==> config.mk <==
export PLATFORM = sky130hd
export DESIGN_NAME = buck_supervisor
export DESIGN_NICKNAME = d
export VERILOG_FILES = /design/src/design/buck_supervisor_pkg.sv /design/src/design/buck_supervisor.sv
export SDC_FILE = /design/constraint.sdc
export NUM_CORES = 1
export LEC_CHECK = 0
export BUFFER_PORTS_ARGS = -buffer_cell sky130_fd_sc_hd__buf_2
export CAP_MARGIN = 20
export CORE_ASPECT_RATIO = 0.8
export CORE_UTILIZATION = 45
export CTS_BUF_LIST = sky130_fd_sc_hd__clkbuf_4
export DETAILED_ROUTE_END_ITERATION = 10
export PLACE_DENSITY_LB_ADDON = 0.08
export REMOVE_ABC_BUFFERS = 1
export SLEW_MARGIN = 10
export SYNTH_ARGS = -nofsm -noshare
export SYNTH_HDL_FRONTEND = slang
export SYNTH_SLANG_ARGS = --single-unit
==> constraint.sdc <==
create_clock -name mclk -period 8.3 [get_ports mclk]
set_input_delay 1.66 -clock mclk [delete_from_list [all_inputs] [get_ports mclk]]
set_output_delay 1.66 -clock mclk [all_outputs]
set_load 0.02 [all_outputs]
==> src/design/buck_supervisor_pkg.sv <==
// Constants, carrier structs and state layout of the buck supervisor.
// Assumes one 100 MHz clock and comparator results already synchronous.
package buck_supervisor_pkg;

    localparam int unsigned CLK_PERIOD_NS = 10;
    localparam int unsigned SETTLE_NS     = 400;
    localparam int unsigned MASK_US       = 100;
    localparam int unsigned OCP_MS        = 7;
    localparam int unsigned STEP_NS       = 1000;
    // Least times round up
    localparam int unsigned SETTLE_CYC =
        (SETTLE_NS + CLK_PERIOD_NS - 1) / CLK_PERIOD_NS;
    localparam int unsigned MASK_CYC =
        (MASK_US * 1000 + CLK_PERIOD_NS - 1) / CLK_PERIOD_NS;
    localparam int unsigned OCP_CYC =
        (OCP_MS * 1000000 + CLK_PERIOD_NS - 1) / CLK_PERIOD_NS;
    localparam int unsigned STEP_CYC =
        (STEP_NS + CLK_PERIOD_NS - 1) / CLK_PERIOD_NS;

    localparam logic [6:0]  CODE_TOP   = 7'h01;
    localparam logic [6:0]  CODE_LOW   = 7'h59;
    localparam logic [6:0]  CODE_OFF   = 7'h7F;
    localparam logic [15:0] SET_TOP    = 16'h3E80; // 1.6000 V in 0.1 mV
    localparam logic [15:0] SET_STEP   = 16'h007D; // 12.5 mV in 0.1 mV

    localparam logic [5:0]  SETTLE_RST = 6'h00;
    localparam logic [15:0] MASK_RST   = 16'h0000;
    localparam logic [19:0] OCP_RST    = 20'h00000;
    localparam logic [6:0]  STEP_RST   = 7'h00;

    typedef enum logic [2:0] {
        ST_SHUTDOWN = 3'h1,
        ST_RUN      = 3'h2,
        ST_LATCHED  = 3'h4
    } mode_e;

    typedef struct packed {
        logic ov_trip;      // output above overvoltage threshold
        logic rv_below_lo;  // sense node below -190 mV
        logic rv_above_hi;  // sense node above -150 mV
        logic rv_above_pos; // sense node above +50 mV
        logic pg_window_ok; // output inside power-good window
        logic overcurrent;  // current limit engaged
    } comp_s;

    typedef struct packed {
        mode_e       mode;
        logic        reverse_voltage_guard;
        logic        latch_rv_off;
        logic [6:0]  code_seen;
        logic [6:0]  code_target;
        logic [6:0]  code_cur;
        logic [5:0]  settle_cnt;
        logic [15:0] mask_cnt;
        logic [19:0] ocp_cnt;
        logic [6:0]  step_cnt;
        logic        high_side_gate_cmd;
        logic        low_side_gate_cmd;
        logic        power_good_out;
        logic        discharge;
    } sup_s;

endpackage

==> src/design/buck_supervisor.sv <==
// Supervisory logic: crowbar, latch-off, reverse protection, shutdown,
// code settling, soft code stepping and setpoint decode.
// Assumes every input is synchronous to mclk; no registers are reachable.
`timescale 1ns/1ps
module buck_supervisor #(
    parameter int unsigned MASK_CYCLES = buck_supervisor_pkg::MASK_CYC,
    parameter int unsigned OCP_CYCLES  = buck_supervisor_pkg::OCP_CYC
) (
    input  wire logic                        mclk,
    input  wire logic                        rst,
    input  wire logic                        supply_ok_flag,
    input  wire logic                        supply_lockout_flag,
    input  wire logic                        enable_in,
    input  wire buck_supervisor_pkg::comp_s  comp,
    input  wire logic                        pwm_high_req,
    input  wire logic [6:0]                  voltage_code,
    output logic                             high_side_gate_cmd,
    output logic                             low_side_gate_cmd,
    output logic                             power_good_out,
    output logic                             soft_start_discharge,
    output logic                             power_good_delay_cap_discharge,
    output logic [6:0]                       dac_code,
    output logic                             dac_output_off,
    output logic [15:0]                      dac_setpoint,
    output logic                             latched_off
);

    buck_supervisor_pkg::sup_s st;
    buck_supervisor_pkg::sup_s next_st;
    logic                      shut_req;
    logic                      cur_off;
    logic                      tgt_off;

    function automatic logic code_is_off(input logic [6:0] c);
        // Zero and every code past the lowest setpoint mean off
        code_is_off = (c == 7'h00) || (c > buck_supervisor_pkg::CODE_LOW);
    endfunction

    always_comb begin
        next_st  = st;
        shut_req = supply_lockout_flag || !enable_in || !supply_ok_flag;
        cur_off  = code_is_off(st.code_cur);
        tgt_off  = code_is_off(st.code_target);

        // Code settling: any change restarts the wait to ride out bit skew
        if (voltage_code != st.code_seen) begin
            next_st.code_seen  = voltage_code;
            next_st.settle_cnt = 6'(buck_supervisor_pkg::SETTLE_CYC);
        end else if (st.settle_cnt != buck_supervisor_pkg::SETTLE_RST) begin
            next_st.settle_cnt = st.settle_cnt - 6'h01;
            if (st.settle_cnt == 6'h01) begin
                next_st.code_target = st.code_seen;
                if (st.code_seen != st.code_target) begin
                    next_st.mask_cnt = 16'(MASK_CYCLES);
                end
            end
        end

        // Soft transient: one code per step tick; off is entered directly
        if (st.code_cur != st.code_target) begin
            if (cur_off || tgt_off) begin
                next_st.code_cur = st.code_target;
                next_st.step_cnt = buck_supervisor_pkg::STEP_RST;
            end else if (st.step_cnt == 7'(buck_supervisor_pkg::STEP_CYC - 1))
            begin
                next_st.step_cnt = buck_supervisor_pkg::STEP_RST;
                if (st.code_cur < st.code_target) begin
                    next_st.code_cur = st.code_cur + 7'h01;
                end else begin
                    next_st.code_cur = st.code_cur - 7'h01;
                end
            end else begin
                next_st.step_cnt = st.step_cnt + 7'h01;
            end
        end else begin
            next_st.step_cnt = buck_supervisor_pkg::STEP_RST;
        end

        if (st.mask_cnt != buck_supervisor_pkg::MASK_RST &&
            next_st.mask_cnt == st.mask_cnt) begin
            next_st.mask_cnt = st.mask_cnt - 16'h0001;
        end

        // Reverse guard with hysteresis between the two thresholds
        if (comp.rv_below_lo) begin
            next_st.reverse_voltage_guard = 1'b1;
        end else if (comp.rv_above_hi) begin
            next_st.reverse_voltage_guard = 1'b0;
        end

        case (st.mode)
            buck_supervisor_pkg::ST_SHUTDOWN: begin
                next_st.high_side_gate_cmd = 1'b0;
                next_st.low_side_gate_cmd  = 1'b0;
                next_st.power_good_out     = 1'b0;
                next_st.discharge          = 1'b1;
                next_st.ocp_cnt            = buck_supervisor_pkg::OCP_RST;
                next_st.latch_rv_off       = 1'b0;
                if (!shut_req) begin
                    next_st.mode      = buck_supervisor_pkg::ST_RUN;
                    next_st.discharge = 1'b0;
                    next_st.mask_cnt  = 16'(MASK_CYCLES);
                end
            end
            buck_supervisor_pkg::ST_RUN: begin
                next_st.discharge = 1'b0;
                if (st.mask_cnt == buck_supervisor_pkg::MASK_RST) begin
                    next_st.power_good_out = comp.pg_window_ok && !cur_off;
                end
                if (comp.overcurrent && !st.power_good_out &&
                    st.mask_cnt == buck_supervisor_pkg::MASK_RST) begin
                    next_st.ocp_cnt = st.ocp_cnt + 20'h00001;
                end else begin
                    next_st.ocp_cnt = buck_supervisor_pkg::OCP_RST;
                end
                if (comp.ov_trip) begin
                    next_st.high_side_gate_cmd = 1'b0;
                    next_st.low_side_gate_cmd  = 1'b1;
                end else if (next_st.reverse_voltage_guard || cur_off) begin
                    next_st.high_side_gate_cmd = 1'b0;
                    next_st.low_side_gate_cmd  = 1'b0;
                end else begin
                    next_st.high_side_gate_cmd = pwm_high_req;
                    next_st.low_side_gate_cmd  = !pwm_high_req;
                end
                if (comp.ov_trip ||
                    st.ocp_cnt == 20'(OCP_CYCLES - 1)) begin
                    next_st.mode           = buck_supervisor_pkg::ST_LATCHED;
                    next_st.power_good_out = 1'b0;
                    next_st.latch_rv_off   = comp.rv_below_lo && !comp.ov_trip;
                    next_st.low_side_gate_cmd =
                        comp.ov_trip || !comp.rv_below_lo;
                end
            end
            buck_supervisor_pkg::ST_LATCHED: begin
                // Crowbar held; reverse monitor still guards the low side
                next_st.high_side_gate_cmd = 1'b0;
                next_st.power_good_out     = 1'b0;
                next_st.ocp_cnt            = buck_supervisor_pkg::OCP_RST;
                if (comp.rv_below_lo) begin
                    next_st.latch_rv_off = 1'b1;
                end else if (comp.rv_above_pos) begin
                    next_st.latch_rv_off = 1'b0;
                end
                next_st.low_side_gate_cmd = !next_st.latch_rv_off;
            end
            default: begin
                next_st.mode = buck_supervisor_pkg::ST_SHUTDOWN;
            end
        endcase

        // Supply loss or enable low overrides everything and clears latch
        if (shut_req) begin
            next_st.mode               = buck_supervisor_pkg::ST_SHUTDOWN;
            next_st.high_side_gate_cmd = 1'b0;
            next_st.low_side_gate_cmd  = 1'b0;
            next_st.power_good_out     = 1'b0;
            next_st.discharge          = 1'b1;
            next_st.latch_rv_off       = 1'b0;
        end
    end

    always_ff @(posedge mclk) begin
        if (rst) begin
            st             <= '0;
            st.mode        <= buck_supervisor_pkg::ST_SHUTDOWN;
            st.code_seen   <= buck_supervisor_pkg::CODE_OFF;
            st.code_target <= buck_supervisor_pkg::CODE_OFF;
            st.code_cur    <= buck_supervisor_pkg::CODE_OFF;
            st.discharge   <= 1'b1;
        end else begin
            st <= next_st;
        end
    end

    assign high_side_gate_cmd             = st.high_side_gate_cmd;
    assign low_side_gate_cmd              = st.low_side_gate_cmd;
    assign power_good_out                 = st.power_good_out;
    assign soft_start_discharge           = st.discharge;
    assign power_good_delay_cap_discharge = st.discharge;
    assign dac_code                       = st.code_cur;
    assign dac_output_off                 = cur_off;
    assign latched_off = (st.mode == buck_supervisor_pkg::ST_LATCHED);
    assign dac_setpoint = cur_off ? 16'h0000 :
        16'(buck_supervisor_pkg::SET_TOP - 16'(st.code_cur - 7'h01)
            * buck_supervisor_pkg::SET_STEP);

    function automatic logic discharge_both();
        discharge_both = soft_start_discharge && power_good_delay_cap_discharge;
    endfunction
endmodule

Yosys cells after proc, flatten, opt, wreduce, memory -nomap -nowiden

Index checks and enable logic that the tools add are counted.

Register bits: 79
Input port bits: 19
Output and inout bits: 30
Logic and storage cells: 110

Add/subtract/negate cells: 8
Multipliers: 1
Order comparisons: 3
Equality and inequality tests: 12
Multiplexer cells: 28
Bitwise logic cells: 3
Reductions and logical operators: 40

Operators with widths:

| cell                                                                 | count |
|---|---|
| 16-bit 2-to-1 mux                                                    | 7 |
| 20-bit case mux with 2 select lines                                  | 1 |
| 22-bit 2-to-1 mux                                                    | 1 |
| 7-bit 2-to-1 mux                                                     | 3 |
| 7-bit != test                                                        | 3 |
| 20-bit by 1-bit adder with 20-bit output, second input constant      | 1 |
| 20-bit == test, second input constant                                | 1 |
| 20-bit 2-to-1 mux                                                    | 1 |
| 3-bit case mux with 3 select lines                                   | 2 |
| 16-bit == test                                                       | 1 |
| 16-bit zero test                                                     | 1 |
| 8-bit by 8-bit multiplier with 16-bit output, second input constant  | 1 |
| 16-bit nonzero test                                                  | 1 |
| 14-bit by 16-bit subtractor with 16-bit output, first input constant | 1 |
| 16-bit by 1-bit subtractor with 16-bit output, second input constant | 1 |
| 7-bit by 1-bit adder with 7-bit output, second input constant        | 2 |
| 7-bit greater-than comparator, second input constant                 | 2 |
| 7-bit zero test                                                      | 2 |
| 1-bit zero test                                                      | 8 |
| 1-bit logical OR                                                     | 8 |
| 2-bit AND reduction                                                  | 4 |
| 2-bit OR reduction                                                   | 4 |
| 7-bit by 1-bit subtractor with 8-bit output, second input constant   | 1 |
| 7-bit == test, second input constant                                 | 1 |
| other kinds (21)                                                     | 37 |

Depth between registers and ports, before layout

Depth after elaboration: 10
Mapped depth: 24
Depth with buffers taken out: 22

Worst setup path after synthesis

Ideal clock, no wire load.

Path type: register to output
Start point: register st, in the netlist dac_code[0]
End point: output dac_setpoint[14]
Data arrival time: 5.757 ns
Data required time: 6.640 ns
Path slack: 0.883 ns
Cell stages (with the launch flop): 23
Path buffers: 3
Cells stage by stage: dfxtp_1 buf_6 or3_1 or3_1 buf_1 nor3_1 ha_1 inv_1 fa_1 ha_1 or2_2 fa_1 inv_1 fa_1 inv_1 ha_1 clkbuf_1 a21o_1 a21oi_1 nor2b_1 o21ai_0 o311ai_0 nor2_1

Cells in the longest elaborated chain, start to end: 4
Elaborated cells between the ends (all ways): 7
Those cells by class: add/sub (2); mul (1); order compare (1); mux (1); reduce/logical (2)

Ends and longest elaborated chain:

| what                                           | line                   | text |
|---|---|---|
| start, declared                                | buck_supervisor.sv:28  | `buck_supervisor_pkg::sup_s st;` |
| start signal, assigned                         | buck_supervisor.sv:172 | `st <= next_st;` |
| 7-bit by 1-bit subtractor with 8-bit output    | buck_supervisor.sv:185 | `16'(buck_supervisor_pkg::SET_TOP - 16'(st.code_cur - 7'h01)` |
| 8-bit by 8-bit multiplier with 16-bit output   | buck_supervisor.sv:186 | `* buck_supervisor_pkg::SET_STEP);` |
| 14-bit by 16-bit subtractor with 16-bit output | buck_supervisor.sv:185 |  |
| 16-bit 2-to-1 mux *                            | buck_supervisor.sv:184 | `assign dac_setpoint = cur_off ? 16'h0000 :` |
| end, declared                                  | buck_supervisor.sv:24  | `output logic [15:0] dac_setpoint,` |

Every way passes the cells marked *; elsewhere a longest branch is shown, timed or not.

Final worst setup path

Ends and elaborated chain as after synthesis.

==> reports/metrics.cfg <==
[logic_synthesis]
netlist_area_mm2=0.00630
synthArstFlopShare_pct=0
ys_top_cells_by_area=dfxtp_1 25%, ha_1 12%, fa_1 7.9%
synth_edf_count=0
yosysTopAreaCell=dfxtp_1
yosysSeqAreaShare_pct=25.1
ys.flop_type=dfxtp_1
synth.distinct_cells=70
synth_seq_cells=79
avgSynthCellArea_um2=8.16
syn_inst=772
yosys.area.top_type_share_pct=25.1
ys_warn_count=0

[layout]
fin_util_pct=50.0
layout.nets=908
antennaDiodeCount=0
layout-drive-gt1-share_pct=12.1
area_delta_synth_final_pct=7.84
fillers=1343

[critical_path]
worstPathArrival_ns=6.29
crit_start=dac_code[0]$_SDFFE_PP1P_
cp-end-kind=output port
ff2ff_path_depth=12
critPathLaunchType=flip-flop
worstPathRequired_ns=6.64
cp_slowest_cell=or3b_2
worstPathMaxFanout=13
path_cells=buf_4 > inv_1 > ha_1 > or3b_2 > nor3_4 > xor2_2 > ha_1 > inv_1 > fa_1 > ha_1 > or2_2 > fa_1 > inv_1 > fa_1 > inv_1 > ha_1 > a21o_1 > a21oi_1 > a21boi_0 > o311ai_0 > nor2_1 > buf_2
r2r-end=dac_code[5]$_SDFFE_PP1P_
crit_type=flip-flop to output port
max_stage_delay_ns=0.53
reg2reg_from=dac_code[4]$_SDFFE_PP1P_
rrSetupSlack_ns=4.77

[placed_design]
gp_congestion=0.859
hpwl_um=11300
portBuffers=48

[worst_hold_path]
worstHoldStart=st[4]$_SDFF_PP0_
min_path_type=flip-flop to flip-flop
holdPathStages=1
hold_end=st[4]$_SDFF_PP0_

[floorplan]
coreArea_mm2=0.0136
initial_utilization_pct=46.3
fp.dieH_um=108
io-pin-count=49
num_rows=38
die_area_mm2=0.0145
die-width_um=134

[clock_network]
clk_latency_ns=0.46
clk_pin_slew_ns=0.13
cts_hold_buf=0
clock_sinks=79
cts_buffer_depth=2
htree_levels=3
cts_root_buffer=clkbuf_4
cts_buffers=9
cts_tree=yes

[sta]
worst_hold_slack_ns=0.472
period_share_pct=95.7
finalClockSkew_ns=0.0204
slew_violations=0
hold_viol=0
period_needed_ns=7.95
fmaxAchievable_mhz=126
finalSetupViolations=0
relSlewSlack_pct=45.8
max_slew.worst_pin.slew_ns=0.805

[pwr]
peakVddDrop_mv=0.415
p_per_area_mw_per_mm2=400
leakage_nw=2.89

[drt]
via_per_inst=5.43
drt-pass1-iter-count=4
wl_um=14500
wire_per_inst_um=14.6
post-route-drc-count=0
postRouteAntennaNets=0
vias=5372
drt_iter0_markers=275

[run_status]
status=completed

[grt]
grt_overflow=0
grt_max_degree=29
grt_antenna_before_repair=0
grt_use_total_pct=21.4
grt_pass1_vias=5086
grt_pass1_wl_um=24600

[job]
maxCapViolations=0

-- per-layer routing --
layer	vias to the layer above	part of all wire, %	track usage, %
met1	2530	51	30.2
li1	2733	-	-
met4	0	0.90	4.82
met2	98	44	33.4
met5	-	0	0
met3	11	3.9	4.43
-- stage by stage --
stage	cells	setup slack, ns	power (W)	cell area, µm²	TNS, ns
3_5_place_dp	973	0.702	0.00248	6630	0
2_1_floorplan	741	0.908	0.00206	6130	0
6_report	990	0.354	0.00272	6800	0
5_1_grt	990	-0.00509	0.00306	6800	-0.00509
4_1_cts	988	0.125	0.00273	6760	0
3_3_place_gp	973	0.872	0.00246	6630	0
-- area by class of cell --
type / count / area [µm²] / share of cell area [%]
Timing Repair Buffer: 54 / 285 / 4.20
Sequential cell: 79 / 1580 / 23.3
Tap cell: 180 / 225 / 3.31
Clock inverter: 6 / 61.3 / 0.902
Multi-Input combinational cell: 588 / 4290 / 63.2
Inverter: 74 / 280 / 4.12
Clock buffer: 9 / 67.6 / 0.994
-- state kept, by name (all words and copies together) (netlist names) --
register	count
dac_code	7
high_side_gate_cmd	1
low_side_gate_cmd	1
power_good_delay_cap_discharge	1
power_good_out	1
st	68
-- cell usage in the layout, fill, tap and decap left out, types with 3 or more instances in the layout --
master     synthesis  layout
nand4_1           15      15
xnor2_1           36      36
nor4_1             8       8
nor4b_1            5       5
and2_1             7       7
nor3_1            24      24
fa_1              25      25
buf_4              8       6
o211ai_1          11      11
o21a_1             7       7
o21ai_0           39      39
a31oi_1            4       4
nand3_1           21      21
nor2b_1            8       8
a21boi_0           4       4
dfxtp_1           79      79
or3_1             17      17
buf_2              4      48
o21ai_1            3       3
xor2_1            23      21
a211oi_1           4       4
nor2_2             6       6
a311oi_1           3       3
ha_1              58      58
mux2i_1            5       5
or2_2              8       8
a21o_1             9       9
clkbuf_4           0       9
and3_1             8       8
nand2b_1          10      10
nand2_1           55      55
a21oi_1           39      39
inv_1             73      73
o2111ai_1          3       3
nor2_1            78      78
-- logic make-up after synthesis --
| family | Yosys count | synth area share, % |
|---|---|---|
| AO/OA/AOI/OAI | 147 | 14.8 |
| buffers and inverters | 105 | 7.09 |
| adder cells (fa/ha/maj) | 83 | 19.5 |
| flip-flops | 79 | 25.1 |
| XOR/XNOR | 59 | 8.20 |
| AND/OR/NAND/NOR | 292 | 24.0 |
| multiplexers | 7 | 1.33 |
-- where the power goes --
group,switching [W],internal (W),total [W]
sequential,0.0000580,0.000420,0.000478
combinational,0.00114,0.000868,0.00201
clock,0.000141,0.0000897,0.000231
total,0.00134,0.00138,0.00272
-- how the worst max path moves through the flow --
stage	end	slack, ns	depth (start not counted)
floorplan	dac_setpoint[13]	0.91	17
global placement	dac_setpoint[14]	0.87	21
detailed placement	dac_setpoint[14]	0.70	22
CTS	dac_setpoint[14]	0.12	22
global route	dac_setpoint[14]	-0.005	23
finish	dac_setpoint[14]	0.35	22
-- worst max-delay path: cells and delay by family, from the launching register on --
kind	cells	cell delay, ns
adders and majority gates	7	2.39
xor gates and xnor gates	1	0.28
and+or+nand+nor	4	1.14
buffers and inverters	6	0.78
AOI/OAI and AO/OA	4	0.90
DFF	1	0.32
-- cell usage after synthesis (all sizes together) (11+ instances only) --
library cell / count
buf: 16
fa: 25
nor3: 27
ha: 58
nor2: 84
inv: 74
xnor2: 36
or3: 17
xor2: 23
nand2: 55
o21ai: 42
clkbuf: 15
nand3: 22
o211ai: 11
a21oi: 40
nand4: 15
dfxtp: 79
-- what timing repair did --
action                                 CTS  global route
setup buffers                            0             2
endpoints found under the hold margin    0             0
setup endpoints to repair                0             5
resized for setup                        0             3
(Power assumes the default switching activity.)
